==> config.mk <==
export PLATFORM = sky130hd
export DESIGN_NAME = amps_top
export DESIGN_NICKNAME = d
export VERILOG_FILES = /design/src/rtl/amps_pkg.sv /design/src/rtl/amps_top.sv
export VERILOG_INCLUDE_DIRS = /design/src /design/src/rtl
export SDC_FILE = /design/constraint.sdc
export NUM_CORES = 1
export LEC_CHECK = 0
export ABC_AREA = 1
export ABC_CLOCK_PERIOD_IN_PS = 21000
export CORE_UTILIZATION = 50
export DETAILED_ROUTE_END_ITERATION = 16
export DONT_BUFFER_PORTS = 1
export SETUP_SLACK_MARGIN = 0.5
export SKIP_CTS_REPAIR_TIMING = 1
export SYNTH_ARGS = -nofsm -noshare
export SYNTH_HDL_FRONTEND = slang
export SYNTH_SLANG_ARGS = --single-unit
==> constraint.sdc <==
create_clock -name clk -period 21 [get_ports clk]
set_input_delay 1.05 -clock clk [delete_from_list [all_inputs] [get_ports clk]]
set_output_delay 1.05 -clock clk [all_outputs]
set_load 0.02 [all_outputs]
==> src/rtl/amps_consts.svh <==
/*
 Constants of the auto-mute and pin output select block: register
 offsets, field positions, reset values, selector codes, zero-run times.
 Assumes inclusion by bare name from the package and the design module.
*/
`ifndef AMPS_CONSTS_SVH
`define AMPS_CONSTS_SVH

`define AMPS_ADDR_W 8
`define AMPS_DATA_W 8
`define AMPS_OFF_PIN_DIR 8'h08
`define AMPS_OFF_ZRUN 8'h3b
`define AMPS_OFF_CTL 8'h41
`define AMPS_OFF_DELAY 8'h42
`define AMPS_OFF_SEL2 8'h52
`define AMPS_OFF_PIN_REG 8'h56
`define AMPS_OFF_STAT 8'h60
`define AMPS_OFF_MASK 8'h61
`define AMPS_OFF_LIVE 8'h62

`define AMPS_RST_ZRUN 8'h00
`define AMPS_RST_CTL 3'h4
`define AMPS_RST_DELAY 8'h14
`define AMPS_RST_SEL2 4'h0
`define AMPS_RST_MASK 4'h0

`define AMPS_CTL_A_EN 0
`define AMPS_CTL_B_EN 1
`define AMPS_CTL_JOINT 2
`define AMPS_ZRUN_A_LSB 4
`define AMPS_ZRUN_B_LSB 0
`define AMPS_PIN_BIT 2

`define AMPS_SEL_OFF 4'h0
`define AMPS_SEL_DSP 4'h1
`define AMPS_SEL_REG 4'h2
`define AMPS_SEL_BOTH 4'h3
`define AMPS_SEL_LEFT 4'h4
`define AMPS_SEL_RIGHT 4'h5
`define AMPS_SEL_CLK_BAD 4'h6
`define AMPS_SEL_SDATA 4'h7
`define AMPS_SEL_AN_LEFT 4'h8
`define AMPS_SEL_AN_RIGHT 4'h9
`define AMPS_SEL_LOCK 4'ha
`define AMPS_SEL_CP_CLK 4'hb
`define AMPS_SEL_DAC_CLK 4'hc
`define AMPS_SEL_DSP_CLK4 4'hd
`define AMPS_SEL_UV_HI 4'he
`define AMPS_SEL_UV_LO 4'hf

// zero-run times in microseconds at the nominal frame rate
`define AMPS_FRAME_KHZ 48
`define AMPS_ZRUN_US0 21000
`define AMPS_ZRUN_US1 106000
`define AMPS_ZRUN_US2 213000
`define AMPS_ZRUN_US3 533000
`define AMPS_ZRUN_US4 1070000
`define AMPS_ZRUN_US5 2130000
`define AMPS_ZRUN_US6 5330000
`define AMPS_ZRUN_US7 10660000
`define AMPS_RUN_W 20

`endif

==> src/rtl/amps_pkg.sv <==
/*
 Types of the auto-mute and pin output select block.
 Assumes amps_consts.svh is on the include path.
*/
`include "amps_consts.svh"

package amps_pkg;

  // signals from other clock domains or analog parts
  typedef struct packed {
    logic dsp_pin;
    logic serial_audio_out;
    logic clk_error;
    logic clk_changing;
    logic clk_missing;
    logic pll_lock;
    logic charge_pump_clk;
    logic converter_clk;
    logic dsp_clk_div4;
    logic uv_high;
    logic uv_low;
  } amps_src_type;

  typedef logic [`AMPS_DATA_W-1:0] amps_byte_type;

endpackage

==> src/rtl/amps_top.sv <==
/*
 Auto mute of a stereo playback path with analog mute delay, and the
 source selector of general-purpose pin 2, behind a plain register port.
 Assumes: clk 100 MHz, samples come from logic on clk, the frame clock
 and all other sources arrive asynchronously and are resynchronised.
*/
// Behaviour
// - joint bit clear: each channel mutes on its own zero detection.
// - joint bit set (reset value): mute only when both channels qualify.
// - control bit 1 enables right channel auto mute.
// - control bit 0 enables left channel auto mute.
// - joint with right disabled: left never auto mutes.
// - joint with left disabled: right never auto mutes.
// - auto mute triggers on zero samples, length from zero-run time field.
// - qualify after programmed zero run, 21 ms to 10.66 s at 48 kHz.
// - analog mute follows digital mute after N frame periods, N reset 20.
// - pin codes 0 low, 1 dsp output, 2 software register bit.
// - selected signal reaches pin only when pin set as output.
// - codes 3, 4, 5: both muted, left muted, right muted flags.
// - code 6: clock invalid on error, change or missing clocks.
// - code 7: serial audio data output stream.
// - codes 8, 9: left, right analog mute flags, low while muted.
// - codes 10 to 13: lock, charge-pump, converter, dsp clock by four.
// - codes 14, 15: under-voltage flags, 0.7 and 0.3 thresholds.
`include "amps_consts.svh"
`timescale 1ns/1ns
`default_nettype none

module amps_top #(
  parameter int SAMPLE_W = 24,
  parameter int ZRUN_DIV = 1
) (
  input wire logic clk,
  input wire logic reset,
  input wire logic [`AMPS_ADDR_W-1:0] reg_addr,
  input wire logic [`AMPS_DATA_W-1:0] reg_wdata,
  input wire logic reg_wr,
  input wire logic reg_rd,
  output logic [`AMPS_DATA_W-1:0] reg_rdata,
  input wire logic frame_clock,
  input wire logic [SAMPLE_W-1:0] left_sample,
  input wire logic [SAMPLE_W-1:0] right_sample,
  input wire amps_pkg::amps_src_type async_src,
  output logic [1:0] auto_mute,
  output logic [1:0] analog_mute,
  output logic pin2_out,
  output logic pin2_oe,
  output logic irq
);

  localparam int NSRC = $bits(amps_pkg::amps_src_type);

  amps_pkg::amps_byte_type zrun_ff;
  logic [2:0] ctl_ff;
  amps_pkg::amps_byte_type delay_ff;
  logic [3:0] sel2_ff;
  logic pin_dir_ff;
  logic pin_reg_ff;
  logic [3:0] stat_ff;
  logic [3:0] mask_ff;
  amps_pkg::amps_byte_type rdata_ff;
  logic irq_ff;
  logic pin_out_ff;
  logic pin_oe_ff;

  logic [2:0] frame_sync_ff;
  logic frame_lvl_ff;
  logic tick;

  logic [NSRC-1:0] src_s1_ff;
  logic [NSRC-1:0] src_s2_ff;
  logic [NSRC-1:0] src_s3_ff;
  logic [NSRC-1:0] src_lvl_ff;
  amps_pkg::amps_src_type src;

  logic [`AMPS_RUN_W-1:0] run_ff [2];
  logic [`AMPS_RUN_W-1:0] thr [2];
  logic [7:0] dly_ff [2];
  logic [SAMPLE_W-1:0] samp [2];
  logic [2:0] zcode [2];
  logic [1:0] en;
  logic [1:0] qual;
  logic [1:0] mute_ff;
  logic [1:0] nxt_mute;
  logic [1:0] analog_ff;
  logic joint;
  logic [3:0] events;
  logic stat_clr;
  logic nxt_pin;
  amps_pkg::amps_byte_type nxt_rdata;

  // zero-run length in frames; fixed from the nominal 48 kHz frame rate and ZRUN_DIV
  function automatic logic [`AMPS_RUN_W-1:0] zrun_limit(
    input logic [2:0] code
  );
    int us;
    int lim;
    us = `AMPS_ZRUN_US0;
    unique case (code)
      3'h0: us = `AMPS_ZRUN_US0;
      3'h1: us = `AMPS_ZRUN_US1;
      3'h2: us = `AMPS_ZRUN_US2;
      3'h3: us = `AMPS_ZRUN_US3;
      3'h4: us = `AMPS_ZRUN_US4;
      3'h5: us = `AMPS_ZRUN_US5;
      3'h6: us = `AMPS_ZRUN_US6;
      3'h7: us = `AMPS_ZRUN_US7;
    endcase
    lim = us * `AMPS_FRAME_KHZ / 1000 / ZRUN_DIV;
    if (lim < 1) begin
      lim = 1;
    end
    return lim[`AMPS_RUN_W-1:0];
  endfunction

  // frame clock: three stages, a level counts once stages two and three agree
  always_ff @(posedge clk) begin
    if (reset) begin
      frame_sync_ff <= 3'h0;
    end else begin
      frame_sync_ff <= {frame_sync_ff[1:0], frame_clock};
    end
  end

  always_ff @(posedge clk) begin
    if (reset) begin
      frame_lvl_ff <= 1'b0;
    end else if (frame_sync_ff[1] == frame_sync_ff[2]) begin
      frame_lvl_ff <= frame_sync_ff[2];
    end
  end

  assign tick = (frame_sync_ff[1] == frame_sync_ff[2]) && frame_sync_ff[2]
                && !frame_lvl_ff;

  // other sources; fast clocks alias here, routing is for observation only
  for (genvar s = 0; s < NSRC; s++) begin : g_src
    always_ff @(posedge clk) begin
      if (reset) begin
        src_s1_ff[s] <= 1'b0;
        src_s2_ff[s] <= 1'b0;
        src_s3_ff[s] <= 1'b0;
        src_lvl_ff[s] <= 1'b0;
      end else begin
        src_s1_ff[s] <= async_src[s];
        src_s2_ff[s] <= src_s1_ff[s];
        src_s3_ff[s] <= src_s2_ff[s];
        if (src_s2_ff[s] == src_s3_ff[s]) begin
          src_lvl_ff[s] <= src_s3_ff[s];
        end
      end
    end
  end

  assign src = src_lvl_ff;

  assign joint = ctl_ff[`AMPS_CTL_JOINT];
  assign en[0] = ctl_ff[`AMPS_CTL_A_EN];
  assign en[1] = ctl_ff[`AMPS_CTL_B_EN];
  assign samp[0] = left_sample;
  assign samp[1] = right_sample;
  assign zcode[0] = zrun_ff[`AMPS_ZRUN_A_LSB +: 3];
  assign zcode[1] = zrun_ff[`AMPS_ZRUN_B_LSB +: 3];

  for (genvar c = 0; c < 2; c++) begin : g_chan
    assign thr[c] = zrun_limit(zcode[c]);
    assign qual[c] = en[c] && (run_ff[c] >= thr[c]);

    // saturating run of zero samples, counted once per frame
    always_ff @(posedge clk) begin
      if (reset) begin
        run_ff[c] <= '0;
      end else if (tick) begin
        if (samp[c] != '0) begin
          run_ff[c] <= '0;
        end else if (run_ff[c] < thr[c]) begin
          run_ff[c] <= run_ff[c] + 1'b1;
        end
      end
    end

    // analog mute waits the programmed frames after digital mute
    always_ff @(posedge clk) begin
      if (reset) begin
        dly_ff[c] <= 8'h00;
        analog_ff[c] <= 1'b0;
      end else if (!mute_ff[c]) begin
        dly_ff[c] <= 8'h00;
        analog_ff[c] <= 1'b0;
      end else if (!analog_ff[c]) begin
        if (dly_ff[c] >= delay_ff) begin
          analog_ff[c] <= 1'b1;
        end else if (tick) begin
          dly_ff[c] <= dly_ff[c] + 8'h01;
        end
      end
    end

  end

  // joint mode ties both channels together, enables included
  always_comb begin
    if (joint) begin
      nxt_mute = {2{&qual}};
    end else begin
      nxt_mute = qual;
    end
  end

  always_ff @(posedge clk) begin
    if (reset) begin
      mute_ff <= 2'b00;
    end else begin
      mute_ff <= nxt_mute;
    end
  end

  // pin 2 source select
  always_comb begin
    nxt_pin = 1'b0;
    unique case (sel2_ff)
      `AMPS_SEL_OFF: nxt_pin = 1'b0;
      `AMPS_SEL_DSP: nxt_pin = src.dsp_pin;
      `AMPS_SEL_REG: nxt_pin = pin_reg_ff;
      `AMPS_SEL_BOTH: nxt_pin = &mute_ff;
      `AMPS_SEL_LEFT: nxt_pin = mute_ff[0];
      `AMPS_SEL_RIGHT: nxt_pin = mute_ff[1];
      `AMPS_SEL_CLK_BAD: begin
        nxt_pin = src.clk_error | src.clk_changing | src.clk_missing;
      end
      `AMPS_SEL_SDATA: nxt_pin = src.serial_audio_out;
      `AMPS_SEL_AN_LEFT: nxt_pin = !analog_ff[0];
      `AMPS_SEL_AN_RIGHT: nxt_pin = !analog_ff[1];
      `AMPS_SEL_LOCK: nxt_pin = src.pll_lock;
      `AMPS_SEL_CP_CLK: nxt_pin = src.charge_pump_clk;
      `AMPS_SEL_DAC_CLK: nxt_pin = src.converter_clk;
      `AMPS_SEL_DSP_CLK4: nxt_pin = src.dsp_clk_div4;
      `AMPS_SEL_UV_HI: nxt_pin = src.uv_high;
      `AMPS_SEL_UV_LO: nxt_pin = src.uv_low;
    endcase
  end

  always_ff @(posedge clk) begin
    if (reset) begin
      pin_out_ff <= 1'b0;
      pin_oe_ff <= 1'b0;
    end else begin
      pin_out_ff <= pin_dir_ff & nxt_pin;
      pin_oe_ff <= pin_dir_ff;
    end
  end

  // register writes; unmapped offsets are ignored
  always_ff @(posedge clk) begin
    if (reset) begin
      zrun_ff <= `AMPS_RST_ZRUN;
      ctl_ff <= `AMPS_RST_CTL;
      delay_ff <= `AMPS_RST_DELAY;
      sel2_ff <= `AMPS_RST_SEL2;
      pin_dir_ff <= 1'b0;
      pin_reg_ff <= 1'b0;
      mask_ff <= `AMPS_RST_MASK;
    end else if (reg_wr) begin
      case (reg_addr)
        `AMPS_OFF_ZRUN: zrun_ff <= reg_wdata;
        `AMPS_OFF_CTL: ctl_ff <= reg_wdata[2:0];
        `AMPS_OFF_DELAY: delay_ff <= reg_wdata;
        `AMPS_OFF_SEL2: sel2_ff <= reg_wdata[3:0];
        `AMPS_OFF_PIN_DIR: pin_dir_ff <= reg_wdata[`AMPS_PIN_BIT];
        `AMPS_OFF_PIN_REG: pin_reg_ff <= reg_wdata[`AMPS_PIN_BIT];
        `AMPS_OFF_MASK: mask_ff <= reg_wdata[3:0];
        default: ;
      endcase
    end
  end

  // sticky events; a new event in the clearing read survives it
  assign events = {|(mute_ff & ~nxt_mute),
                   (mute_ff[0] & !analog_ff[0] & dly_ff[0] >= delay_ff)
                     | (mute_ff[1] & !analog_ff[1] & dly_ff[1] >= delay_ff),
                   nxt_mute[1] & !mute_ff[1],
                   nxt_mute[0] & !mute_ff[0]};
  assign stat_clr = reg_rd && reg_addr == `AMPS_OFF_STAT;

  always_ff @(posedge clk) begin
    if (reset) begin
      stat_ff <= 4'h0;
    end else if (stat_clr) begin
      stat_ff <= events;
    end else begin
      stat_ff <= stat_ff | events;
    end
  end

  always_ff @(posedge clk) begin
    if (reset) begin
      irq_ff <= 1'b0;
    end else begin
      irq_ff <= |(stat_ff & mask_ff);
    end
  end

  always_comb begin
    nxt_rdata = 8'h00;
    case (reg_addr)
      `AMPS_OFF_ZRUN: nxt_rdata = zrun_ff & 8'h77;
      `AMPS_OFF_CTL: nxt_rdata = {5'h00, ctl_ff};
      `AMPS_OFF_DELAY: nxt_rdata = delay_ff;
      `AMPS_OFF_SEL2: nxt_rdata = {4'h0, sel2_ff};
      `AMPS_OFF_PIN_DIR: nxt_rdata = {5'h00, pin_dir_ff, 2'h0};
      `AMPS_OFF_PIN_REG: nxt_rdata = {5'h00, pin_reg_ff, 2'h0};
      `AMPS_OFF_STAT: nxt_rdata = {4'h0, stat_ff};
      `AMPS_OFF_MASK: nxt_rdata = {4'h0, mask_ff};
      `AMPS_OFF_LIVE: nxt_rdata = {4'h0, analog_ff, mute_ff};
      default: nxt_rdata = 8'h00;
    endcase
  end

  // read data stand only in the cycle after the strobe
  always_ff @(posedge clk) begin
    if (reset) begin
      rdata_ff <= 8'h00;
    end else if (reg_rd) begin
      rdata_ff <= nxt_rdata;
    end else begin
      rdata_ff <= 8'h00;
    end
  end

  assign reg_rdata = rdata_ff;
  assign auto_mute = mute_ff;
  assign analog_mute = analog_ff;
  assign pin2_out = pin_out_ff;
  assign pin2_oe = pin_oe_ff;
  assign irq = irq_ff;

endmodule

`default_nettype wire

==> results.md <==
- Setup violations, final: 0
- Routed Wire Length: ~57000 um
- GRT Total Usage: 0.229
- Final ANT Viol Nets: 0
- Cell mode on critical path: nand2_2
- Post-synthesis simple-gate area fraction: 0.480
- Final count of hold timing violations: 0
- Mux cell area share after synthesis: 0
- Largest family of logic cells by synthesized area: simple AND/OR/NAND/NOR gates
- Worst Path Arrival: around 19 ns
- Post-synth EDFFs: 56
- DR top layer: met4
- Least-Margin Pin Slew: 1.07 ns
- Hpwl dp: approximately 48000 um
- P_leak: 12.9 nW
- M1 WL: around 29000 um
- Relative slew margins: 0.273
- Worst-Skew Late Latency: 0.43 ns
- Synth Area in Compound Gates: 0.104
- Worst setup EP type: register
- H-Tree Depth: 4
- Xor and xnor area share after synthesis: 0.0383
- Ys async rst share: 0
- Die H: 222 um
- Post-synthesis cell area: 24200 sq um
- Area grow syn2layout: 5.10%
- Setup Skew: ~0.009 ns
- Yosys reg bits: 188
- Post-Route Setup TNS: 0 ns
- Max Slew Vio Count: 0
- Average size of a mapped cell: between 6 and 7 sq um
- Worst-path maximum fanout: 19
- Die width: 222 um
- CP Launch Type: register
- Clock Pin Slew Worst Setup and Hold Paths: 0.07 ns
- Antenna cells: 0
- Period utilisation layout: 0.883
- Register area share after synthesis: 0.179
- Syn nets: 3832
- DR pass1 iterations: 5
- IO Port Bufs: 0
- RD Place Congestion: 0.907
- Post-route minimum period: 18.53 ns
- # fillers: roughly 4800
- Max_cap viols: 0
- VDD IR max: 0.126 mV
- First-pass GRT wire length: 96200 um
- DRT iter0 DRCs: 1013
- Gr ovfl total: 0
- RSZ-0062 raised after global routing: false
- DR WL met2: 25700 um
- CTS Buffer Depth: 2
- Clock buffer count from CTS: 17
- CTS tree: yes
- Pwr/cell area: 108 nW/um^2
- Die area: just under 50000 sq um
- Num rows: 80
- Initial Utilization: 0.506
- Layout cells sized above 1: 0.210
- Synth cell types: 84
- Clk sinks: between 150 and 200
- Status: finished clean
- Nets: 3828
- Ys Warns: 0
- DRC: 0
- WS Path Type: register to register
- Commonest non-fill, non-tap cells in the layout: nand2_1 (754), inv_1 (534), nor2_1 (296)
- Core Area: 47700 sq um
- Post-Layout Inst Area: 25400 sq um
- WP data required: approximately 21 ns
- DR WL/cell: 13.4 um
- Post-DP Area: around 25000 sq um
- Class of the worst hold path: register to register
- Mapped Cells: 3585
- Top FF cell, synth: dfxtp_1
- Commonest non-fill, non-tap cell in the layout: nand2_1
- Vias: roughly 22000
- CTS Root Buffer Type: clkbuf_16
- WL met3: about 1500 um
- Vias/cell: 5.16
- Post-Synth Adder-Cell Area: 0.0871
- Slowest CP cell: clkinv_1
- Antenna violations before repair: 0
- Pin count of the biggest net entering global routing: 60
- Peak per-stage delay on the critical path: 0.46 ns
- Max Fclk: 54.0 MHz
- IO Pins: 95
- Number of global-route vias before repair: 20472
[per-stage QoR]
step / power [W] / hold WS, ns / setup WS [ns] / util / cells
floorplan: 0.00216 / 0.388 / 6.26 / - / 3585
global placement: 0.00238 / 0.396 / 2.80 / 0.518 / 4177
detailed placement: 0.00240 / 0.394 / 2.58 / 0.518 / 4177
CTS: 0.00276 / 0.405 / 2.47 / 0.532 / 4209
global route: 0.00302 / 0.426 / 0.692 / 0.532 / 4209
finish: 0.00275 / 0.405 / 2.47 / 0.532 / 4209
[kinds of logic (layout without fill, tap and decap cells)]
| kind of cell | after synthesis | in the layout |
|---|---|---|
| buf+inv | 661 | 670 |
| xor+xnor | 103 | 103 |
| simple gates | 2066 | 2066 |
| fa+ha+maj | 167 | 167 |
| compound gates | 400 | 400 |
| flops | 188 | 188 |
[cell type report]
class / count / area (sq um) / area share
Multi-Input combinational cell: 2736 / 17100 / 0.675
Sequential cell: 188 / 4320 / 0.170
Inverter: 636 / 2490 / 0.0980
Tap cell: 615 / 769 / 0.0303
Clock buffer: 18 / 450 / 0.0177
Clock inverter: 14 / 215 / 0.00848
Timing Repair Buffer: 2 / 15.0 / 0.000591
[synth_stat cells, drive strengths merged (18+ instances only)]
library cell	n	area (sq um)
nor2	399	2080
nand3b	23	184
edfxtp	56	1680
dfxtp	132	2640
nand3	378	2510
inv	617	2360
ha	165	2060
nand4	67	447
xor2	79	699
a21oi	152	840
xnor2	24	225
o21bai	28	251
nand2	1110	5770
o21ai	127	711
nor3	38	253
nor4	18	113
o211ai	18	140
[final timing paths]
check	cells past startpoint	to	start	slack [ns]
max	128	run_ff[0][12]$_SDFFCE_PN0P_	register	2.47
min	2	frame_sync_ff[1]$_SDFF_PP0_	frame_sync_ff[0]$_SDFF_PP0_	0.41
max reg2reg	128	run_ff[0][12]$_SDFFCE_PN0P_	register	2.47
min reg2reg	2	frame_sync_ff[1]$_SDFF_PP0_	frame_sync_ff[0]$_SDFF_PP0_	0.41
[worst max-delay path, delay by kind of cell, from the launching register on]
family / cells / cell delay, ns
buffers and inverters: 12 / 1.28
AND/OR/NAND/NOR: 100 / 12.66
adder cells (fa/ha/maj): 7 / 2.04
flip-flops: 1 / 0.41
AO/OA/AOI/OAI: 9 / 1.87
[layer usage]
metal,track usage,vias to the layer above
met1,0.322,9855
met2,0.380,270
met3,0.0197,56
li1,-,11529
met4,0.0500,0
met5,0,-
[report_power, final]
group | internal, W | total, W | switching (W)
clock network | 0.000193 | 0.000352 | 0.000159
registers | 0.000378 | 0.000383 | 0.00000480
logic | 0.000665 | 0.00202 | 0.00135
Power figures use the tool's default switching activity.
